File: config.mk
export PLATFORM = sky130hd
export DESIGN_NAME = module_basic_command_handler
export DESIGN_NICKNAME = d
export VERILOG_FILES = /design/src/rtl/cmd_pkg.sv /design/src/rtl/module_basic_command_handler.sv
export VERILOG_INCLUDE_DIRS = /design/src /design/src/rtl
export SDC_FILE = /design/constraint.sdc
export NUM_CORES = 1
export LEC_CHECK = 0
export ABC_AREA = 1
export BUFFER_PORTS_ARGS = -buffer_cell sky130_fd_sc_hd__buf_2
export CORE_ASPECT_RATIO = 1.1
export CORE_MARGIN = 2
export CORE_UTILIZATION = 55
export DETAILED_ROUTE_END_ITERATION = 8
export PLACE_DENSITY = 0.81
export SKIP_LAST_GASP = 1
export SYNTH_ARGS = -nofsm -noshare
export SYNTH_HDL_FRONTEND = slang
export SYNTH_SLANG_ARGS = --single-unit
export TNS_END_PERCENT = 30
File: constraint.sdc
create_clock -name clk_sys -period 27.3 [get_ports clk_sys]
set_clock_uncertainty 0.1 [all_clocks]
set_input_delay 1.365 -clock clk_sys [delete_from_list [all_inputs] [get_ports clk_sys]]
set_output_delay 1.365 -clock clk_sys [all_outputs]
set_load 0.02 [all_outputs]
File: src/rtl/cmd_consts.svh
/*
  Constants of the basic command handler: packet codes, classes,
  key bytes, sizes, reset values and timing figures.
  Assumes a 250 MHz system clock.
*/
`ifndef CMD_CONSTS_SVH
`define CMD_CONSTS_SVH

// ==========================================================
// Packet type byte
`define CLS_CMD         2'h0
`define CLS_RSP         2'h1
`define CLS_ERR         2'h3
`define CODE_ECHO       6'h00
`define CODE_VERSION    6'h01
`define CODE_USER_WR    6'h02
`define CODE_USER_RD    6'h03
`define CODE_STORE_BOOT 6'h04
`define CODE_RESTART    6'h05
`define CODE_CLEAR      6'h06
`define CODE_OLD_TEXT   6'h07

// ==========================================================
// Sizes
`define PAYLOAD_MAX     8'h10
`define USER_BYTES      8'h10
`define KEY_LEN         8'h03
`define CFG_W           64
`define BLANK_CHAR      8'h20

// ==========================================================
// Key byte triplets of the restart command
`define KEY_SELF        24'h631208
`define KEY_HOST_RST    24'h611c0c
`define KEY_HOST_OFF    24'h5f0b03

// ==========================================================
// Reset values
`define BOOT_CFG_WELCOME 64'h0000_0000_0000_0001

// ==========================================================
// Timing
`define CLK_HZ          250000000
`define HOST_RST_MS     1500
`define REBOOT_WAIT_MS  3000
`define CYC_PER_MS      (`CLK_HZ / 1000)

`endif

File: src/rtl/cmd_pkg.sv
/*
  Types of the basic command handler: packet carriers, states
  and the handler's whole state record.
  Assumes cmd_consts.svh is on the include path.
*/
`default_nettype none
`include "cmd_consts.svh"

package cmd_pkg;

  // ========================================================
  // Decoded packet carrier, payload byte i at bits 8i+7:8i
  typedef struct packed {
    logic         valid;
    logic [7:0]   ptype;
    logic [7:0]   len;
    logic [127:0] data;
  } pkt_t;

  // ========================================================
  // Sequencer states
  typedef enum logic [3:0] {
    ST_IDLE = 4'b0001,
    ST_HRST = 4'b0010,
    ST_PCYC = 4'b0100,
    ST_WAIT = 4'b1000
  } seq_state_t;

  // ========================================================
  // Whole state of the handler
  typedef struct packed {
    seq_state_t          st;
    logic [31:0]         cnt;
    logic [127:0]        user;
    logic [`CFG_W-1:0]   boot_cfg;
    pkt_t                rsp;
    logic                busy;
    logic                boot_load;
    logic                disp_clear;
    logic                host_rst;
    logic                host_pwr;
  } hdl_state_t;

endpackage

`default_nettype wire

File: src/rtl/module_basic_command_handler.sv
/*
  Basic command handler: decodes checked host packets of codes
  0 to 7 and answers each with one response or error packet.
  Keeps the user area and the boot state, sequences host reset,
  host power cycling and its own restart.
  Assumes framing and CRC are handled outside, one packet is
  offered at a time, and the display logic reacts to disp_clear
  and boot_load.
*/
`default_nettype none
`include "cmd_consts.svh"

// Contract
// Echo code 0x00, payload up to 16
// Echo answer copies packet, type 0x40
// Version query answers 0x41, 16 chars
// User write takes 16 bytes, acks 0x42
// User read returns 16 bytes, type 0x43
// Store boot state saves settings, acks 0x44
// Power-up restores boot state configuration
// Reporting and watchdog never saved at boot; code stores the whole cur_cfg word
// Keys 8,18,99 restart the module
// Ack first, then restart, ignore commands
// Keys 12,28,97 drive host reset line
// Host reset about 1.5 s, then restart
// Keys 3,11,95 drive host power line
// Power cycle for pulse length, then restart
// Restart requests all acknowledged with 0x45
// Clear fills blanks, homes cursor, 0x46
// Host avoids deprecated code 0x07
// Host keeps control pins default mode
// Host may zero fans to boot faster
// Type byte holds class and code
// Packet type, length, payload, CRC
// Every packet answered within 250 ms
// Answer carries the command's code
// Bad length or keys get error
module module_basic_command_handler #(
  parameter int unsigned  HOST_RST_CYC =
    `HOST_RST_MS * `CYC_PER_MS,
  parameter int unsigned  REBOOT_WAIT_CYC =
    `REBOOT_WAIT_MS * `CYC_PER_MS,
  parameter logic [127:0] VERSION_TEXT = "MODULE:h1.0,v1.0"
) (
  input  wire logic              clk_sys,
  input  wire logic              rst,
  input  wire logic              ce,
  input  wire cmd_pkg::pkt_t     cmd,
  input  wire logic [`CFG_W-1:0] cur_cfg,
  input  wire logic [31:0]       pwr_pulse_cycles,
  output var  cmd_pkg::pkt_t     rsp,
  output var  logic              busy,
  output var  logic              boot_load,
  output var  logic [`CFG_W-1:0] boot_cfg,
  output var  logic              disp_clear,
  output var  logic              host_rst_drive,
  output var  logic              host_pwr_drive
);
  import cmd_pkg::*;

  // VERSION_TEXT is an arbitrary neutral identity string

  // ========================================================
  // Helpers

  // Reverse a 16-character string so the first char is byte 0
  function automatic logic [127:0] text_to_bytes(
    input logic [127:0] t
  );
    logic [127:0] r;
    r = '0;
    for (int i = 0; i < 16; i++)
    begin
      r[8*i +: 8] = t[8*(15-i) +: 8];
    end
    return r;
  endfunction

  // Compare payload bytes 0..2 with a key triplet
  function automatic logic key_is(
    input logic [127:0] d,
    input logic [23:0]  key
  );
    return d[23:0] == key;
  endfunction

  // Count reached a length, zero lengths treated as one cycle
  function automatic logic count_done(
    input logic [31:0] c,
    input logic [31:0] limit
  );
    return (c + 32'h0000_0001) >= limit;
  endfunction

  localparam logic [31:0] HRST_LIM = 32'(HOST_RST_CYC);
  localparam logic [31:0] WAIT_LIM = 32'(REBOOT_WAIT_CYC);

  // ========================================================
  // State

  hdl_state_t state_q;
  hdl_state_t state_d;
  logic [5:0] code;
  logic       ok;

  assign code = cmd.ptype[5:0];

  // ========================================================
  // Next-state logic
  always_comb
  begin
    state_d            = state_q;
    ok                 = 1'b1;
    state_d.rsp        = '0;
    state_d.boot_load  = 1'b0;
    state_d.disp_clear = 1'b0;
    case (state_q.st)
      ST_IDLE:
      begin
        state_d.host_rst = 1'b0;
        state_d.host_pwr = 1'b0;
        if (cmd.valid)
        begin
          // Answer keeps the command code
          state_d.rsp.ptype = {`CLS_RSP, code};
          if (cmd.ptype[7:6] != `CLS_CMD)
          begin
            ok = 1'b0;
          end
          else
          begin
            case (code)
              `CODE_ECHO:
              begin
                if (cmd.len <= `PAYLOAD_MAX)
                begin
                  state_d.rsp.len  = cmd.len;
                  state_d.rsp.data = cmd.data;
                end
                else
                begin
                  ok = 1'b0;
                end
              end
              `CODE_VERSION:
              begin
                if (cmd.len == 8'h00)
                begin
                  state_d.rsp.len  = `USER_BYTES;
                  state_d.rsp.data = text_to_bytes(VERSION_TEXT);
                end
                else
                begin
                  ok = 1'b0;
                end
              end
              `CODE_USER_WR:
              begin
                if (cmd.len == `USER_BYTES)
                begin
                  state_d.user = cmd.data;
                end
                else
                begin
                  ok = 1'b0;
                end
              end
              `CODE_USER_RD:
              begin
                if (cmd.len == 8'h00)
                begin
                  state_d.rsp.len  = `USER_BYTES;
                  state_d.rsp.data = state_q.user;
                end
                else
                begin
                  ok = 1'b0;
                end
              end
              `CODE_STORE_BOOT:
              begin
                if (cmd.len == 8'h00)
                begin
                  // Snapshot takes the whole cur_cfg word, no bits masked out
                  state_d.boot_cfg = cur_cfg;
                end
                else
                begin
                  ok = 1'b0;
                end
              end
              `CODE_RESTART:
              begin
                // Ack now, sequence starts next cycle
                if (cmd.len != `KEY_LEN)
                begin
                  ok = 1'b0;
                end
                else if (key_is(cmd.data, `KEY_SELF))
                begin
                  state_d.st  = ST_WAIT;
                  state_d.cnt = '0;
                end
                else if (key_is(cmd.data, `KEY_HOST_RST))
                begin
                  state_d.st  = ST_HRST;
                  state_d.cnt = '0;
                end
                else if (key_is(cmd.data, `KEY_HOST_OFF))
                begin
                  state_d.st  = ST_PCYC;
                  state_d.cnt = '0;
                end
                else
                begin
                  ok = 1'b0;
                end
              end
              `CODE_CLEAR:
              begin
                if (cmd.len == 8'h00)
                begin
                  state_d.disp_clear = 1'b1;
                end
                else
                begin
                  ok = 1'b0;
                end
              end
              default:
              begin
                // Deprecated and foreign codes are refused
                ok = 1'b0;
              end
            endcase
          end
          if (!ok)
          begin
            state_d.rsp.ptype = {`CLS_ERR, code};
            state_d.rsp.len   = 8'h00;
            state_d.rsp.data  = '0;
          end
          state_d.rsp.valid = 1'b1;
        end
      end
      ST_HRST:
      begin
        // Hold host reset, then restart self
        state_d.host_rst = 1'b1;
        state_d.cnt      = state_q.cnt + 32'h0000_0001;
        if (count_done(state_q.cnt, HRST_LIM))
        begin
          // Line stays up this last cycle, wait state drops it
          state_d.st       = ST_WAIT;
          state_d.cnt      = '0;
        end
      end
      ST_PCYC:
      begin
        // Hold host power line for the configured pulse
        state_d.host_pwr = 1'b1;
        state_d.cnt      = state_q.cnt + 32'h0000_0001;
        if (count_done(state_q.cnt, pwr_pulse_cycles))
        begin
          // Line stays up this last cycle, wait state drops it
          state_d.st       = ST_WAIT;
          state_d.cnt      = '0;
        end
      end
      ST_WAIT:
      begin
        // Restart: reload boot state, ignore commands meanwhile
        state_d.host_rst = 1'b0;
        state_d.host_pwr = 1'b0;
        state_d.boot_load = (state_q.cnt == 32'h0000_0000);
        state_d.cnt       = state_q.cnt + 32'h0000_0001;
        if (count_done(state_q.cnt, WAIT_LIM))
        begin
          state_d.st  = ST_IDLE;
          state_d.cnt = '0;
        end
      end
      default:
      begin
        state_d.st  = ST_WAIT;
        state_d.cnt = '0;
      end
    endcase
    state_d.busy = (state_d.st != ST_IDLE);
  end

  // ========================================================
  // State register, power-up enters restart
  always_ff @(posedge clk_sys or posedge rst)
  begin
    if (rst)
    begin
      state_q          <= '0;
      state_q.st       <= ST_WAIT;
      state_q.busy     <= 1'b1;
      state_q.boot_cfg <= `BOOT_CFG_WELCOME;
    end
    else if (ce)
    begin
      state_q <= state_d;
    end
  end

  // ========================================================
  // Outputs straight from the state register
  assign rsp            = state_q.rsp;
  assign busy           = state_q.busy;
  assign boot_load      = state_q.boot_load;
  assign boot_cfg       = state_q.boot_cfg;
  assign disp_clear     = state_q.disp_clear;
  assign host_rst_drive = state_q.host_rst;
  assign host_pwr_drive = state_q.host_pwr;

endmodule // module_basic_command_handler

`default_nettype wire

==> results.json <==
{
  "grt.total_usage": 0.291,
  "yosysMostFrequentCell": "nand2_1",
  "grt.busiest_layer": "met2",
  "overflow": 0,
  "cap_violations": 0,
  "yosysUniqueCellTypes": 47,
  "worst_pin_slew_ns": 1.24,
  "ys_async_sr_fraction": 1.00,
  "cp_data_arrival_time_ns": 5.39,
  "synthTopCellsByCount": "nand2_1, dfrtp_1, o21ai_0",
  "avgSynthCellArea_um2": 8.22,
  "total_power_mw": 1.25,
  "rows": 74,
  "cts_resized": 0,
  "die_y_um": 207,
  "r2r_cells": 17,
  "syn_inst": 2493,
  "r2r_setup_slack_ns": 23.04,
  "die_area_um2": 38800,
  "ys_seq_area_frac": 0.460,
  "num_vias": 17700,
  "syn_nets": 2770,
  "multi_input_area_um2": 8020,
  "syn2layout_area_growth_pct": 12.1,
  "wl_um": 58100,
  "p_per_area_nw_per_um2": 54.5,
  "grt_pass1_vias": 17000,
  "yosysTopAreaCellShare": 0.456,
  "r2r_end": "state_q[364]$_DFFE_PP0P_",
  "ys.flop_type": "dfrtp_1",
  "rsz0062_at_grt": "false",
  "coreArea_um2": 36900,
  "synth_top_area_cell": "dfrtp_1",
  "crit_required_ns": 27.64,
  "critical_path.max_fanout": 140,
  "synth_seq_cells": 377,
  "regArea_um2": 9440,
  "crit_end": "state_q[240]$_DFFE_PP0P_",
  "die_w_um": 188,
  "first_iter_violations": 1431,
  "drc": 0,
  "clk_pin_slew_ns": 0.06,
  "yosysWarnings": 0,
  "slew_headroom": 0.171,
  "grt_max_degree": 141,
  "cts_sinks": 377,
  "cts_tree": "done",
  "cts_setup_buffers": 0,
  "finalCriticalPeriod_ns": 5.05,
  "antenna_found_initial": 10,
  "setup_viol": 0,
  "final_util": 0.622,
  "htreeDepth": 2,
  "drtPass1Iterations": 8,
  "cts_buffer_depth": 3,
  "tns_ns": 0,
  "start_kind": "primary input",
  "dp_hpwl_um": 40000,
  "fillers": 3195,
  "crit_path_start": "ce",
  "peakVddDrop_mv": 0.0468,
  "drt.antenna.violating_nets": 0,
  "drv_slew": 0,
  "use_met2": 0.489,
  "fin_crit_sh": 0.185,
  "place_inst": 3110,
  "p_leak_nw": 12.1,
  "met1_usage": 0.367,
  "cp-end-kind": "flop",
  "grt_pass1_wl_um": 90300,
  "finalNonFillerCells": 3196,
  "ios": 458,
  "place.gp.congestion": 0.931,
  "grt_util_met3": 0.0586,
  "cts_buffers": 41,
  "synth_enable_flop_cells": 0,
  "netlist_area_um2": 20500,
  "cts-root-buf": "clkbuf_16",
  "status": "finished, final reports clean",
  "nets": 2936,
  "crit_type": "in2reg",
  "avgRoutedWirePerCell_um": 18.2,
  "holdWs_ns": 0.378,
  "min_path_type": "reg2reg",
  "avgViaCountPerCell": 5.55,
  "clk_latency_ns": 0.55,
  "final-hold-violation-count": 0,
  "max_freq_mhz": 198,
  "initial_utilization": 0.555,
  "io_buffers": 457,
  "synth_area_leaders": "dfrtp_1, nand2_1, buf_4",
  "drive_above_1_share": 0.249,
  "reg2reg_from": "state_q[349]$_DFFE_PP0P_",
  "cts_hold_buffers": 0
}
sequential cells by signal (all words and copies together) (netlist names):
| name | count |
|---|---|
| rsp | 144 |
| host_rst_drive | 1 |
| host_pwr_drive | 1 |
| boot_load | 1 |
| state_q | 164 |
| boot_cfg | 64 |
| busy | 1 |
| disp_clear | 1 |
cell families after synthesis:
family	after synthesis	synth area share
AOI/OAI and AO/OA	429	0.117
and+or+nand+nor	958	0.205
buffers and inverters	611	0.152
adders and majority gates	33	0.0201
DFF	377	0.460
xor gates and xnor gates	10	0.00427
muxes	75	0.0412
power by group:
group          internal, mW  switching, mW  leakage (nW)
registers             0.562        0.00297          5.25
clock network         0.368          0.234         0.728
logic                0.0240         0.0613          6.17
worst min-delay path by stage:
stage,startpoint,to,slack (ns),cells after the start
detailed placement,rsp[72]$_DFFE_PP0P_,rsp[72]$_DFFE_PP0P_,0.37,2
floorplan,rsp[132]$_DFFE_PP0P_,rsp[132]$_DFFE_PP0P_,0.35,2
CTS,rsp[72]$_DFFE_PP0P_,rsp[72]$_DFFE_PP0P_,0.38,2
global placement,rsp[29]$_DFFE_PP0P_,rsp[29]$_DFFE_PP0P_,0.36,2
global route,rsp[57]$_DFFE_PP0P_,rsp[57]$_DFFE_PP0P_,0.40,2
finish,rsp[132]$_DFFE_PP0P_,rsp[132]$_DFFE_PP0P_,0.38,2
layout by cell type (no fill, tap or decap), drive strengths merged, types with 2 or more instances in the layout:
cell	instances
a211oi	5
a21oi	14
a221oi	12
a22o	3
a31oi	2
a32o	2
buf	471
bufinv	6
clkbuf	57
clkinv	10
clkinvlp	2
dfrtp	374
dfstp	3
diode	11
ha	33
inv	263
mux2	75
nand2	594
nand3	74
nand3b	5
nand4	114
nor2	144
nor3	15
nor4	11
o2111ai	7
o21ai	309
o221ai	2
o22ai	38
o31ai	31
xnor2	6
xor2	4
stage by stage:
step | setup WS [ns] | cell area (um^2)
after global placement | 21.86 | 21500
final | 22.25 | 23000
after floorplan | 15.37 | 20500
after detailed placement | 21.77 | 21500
after CTS | 22.33 | 23000
after global routing | 21.87 | 23000
metal layers:
metal / vias up / share of wire
li1: 8329 / -
met1: 8464 / 0.40
met3: 165 / 0.078
met2: 764 / 0.48
met4: 8 / 0.045
met5: - / 0.00091
area by class of cell:
class | instances | share of cell area
diodes | 11 | 0.00120
clock buffers | 57 | 0.0525
clock inverters | 18 | 0.0122
inverters | 263 | 0.0435
multi-input cells | 1505 | 0.349
flip-flops and latches | 377 | 0.411
well taps | 494 | 0.0269
repair buffers | 471 | 0.104
critical path: stages:
cell     delay (ns)
buf_2          0.23
inv_6          0.62
nor3_1         0.28
inv_1          0.23
nor2_1         0.11
nand2_4        0.33
buf_4          0.93
buf_4          0.68
mux2_2         0.40
No activity file was read; power rests on OpenSTA's default activity.
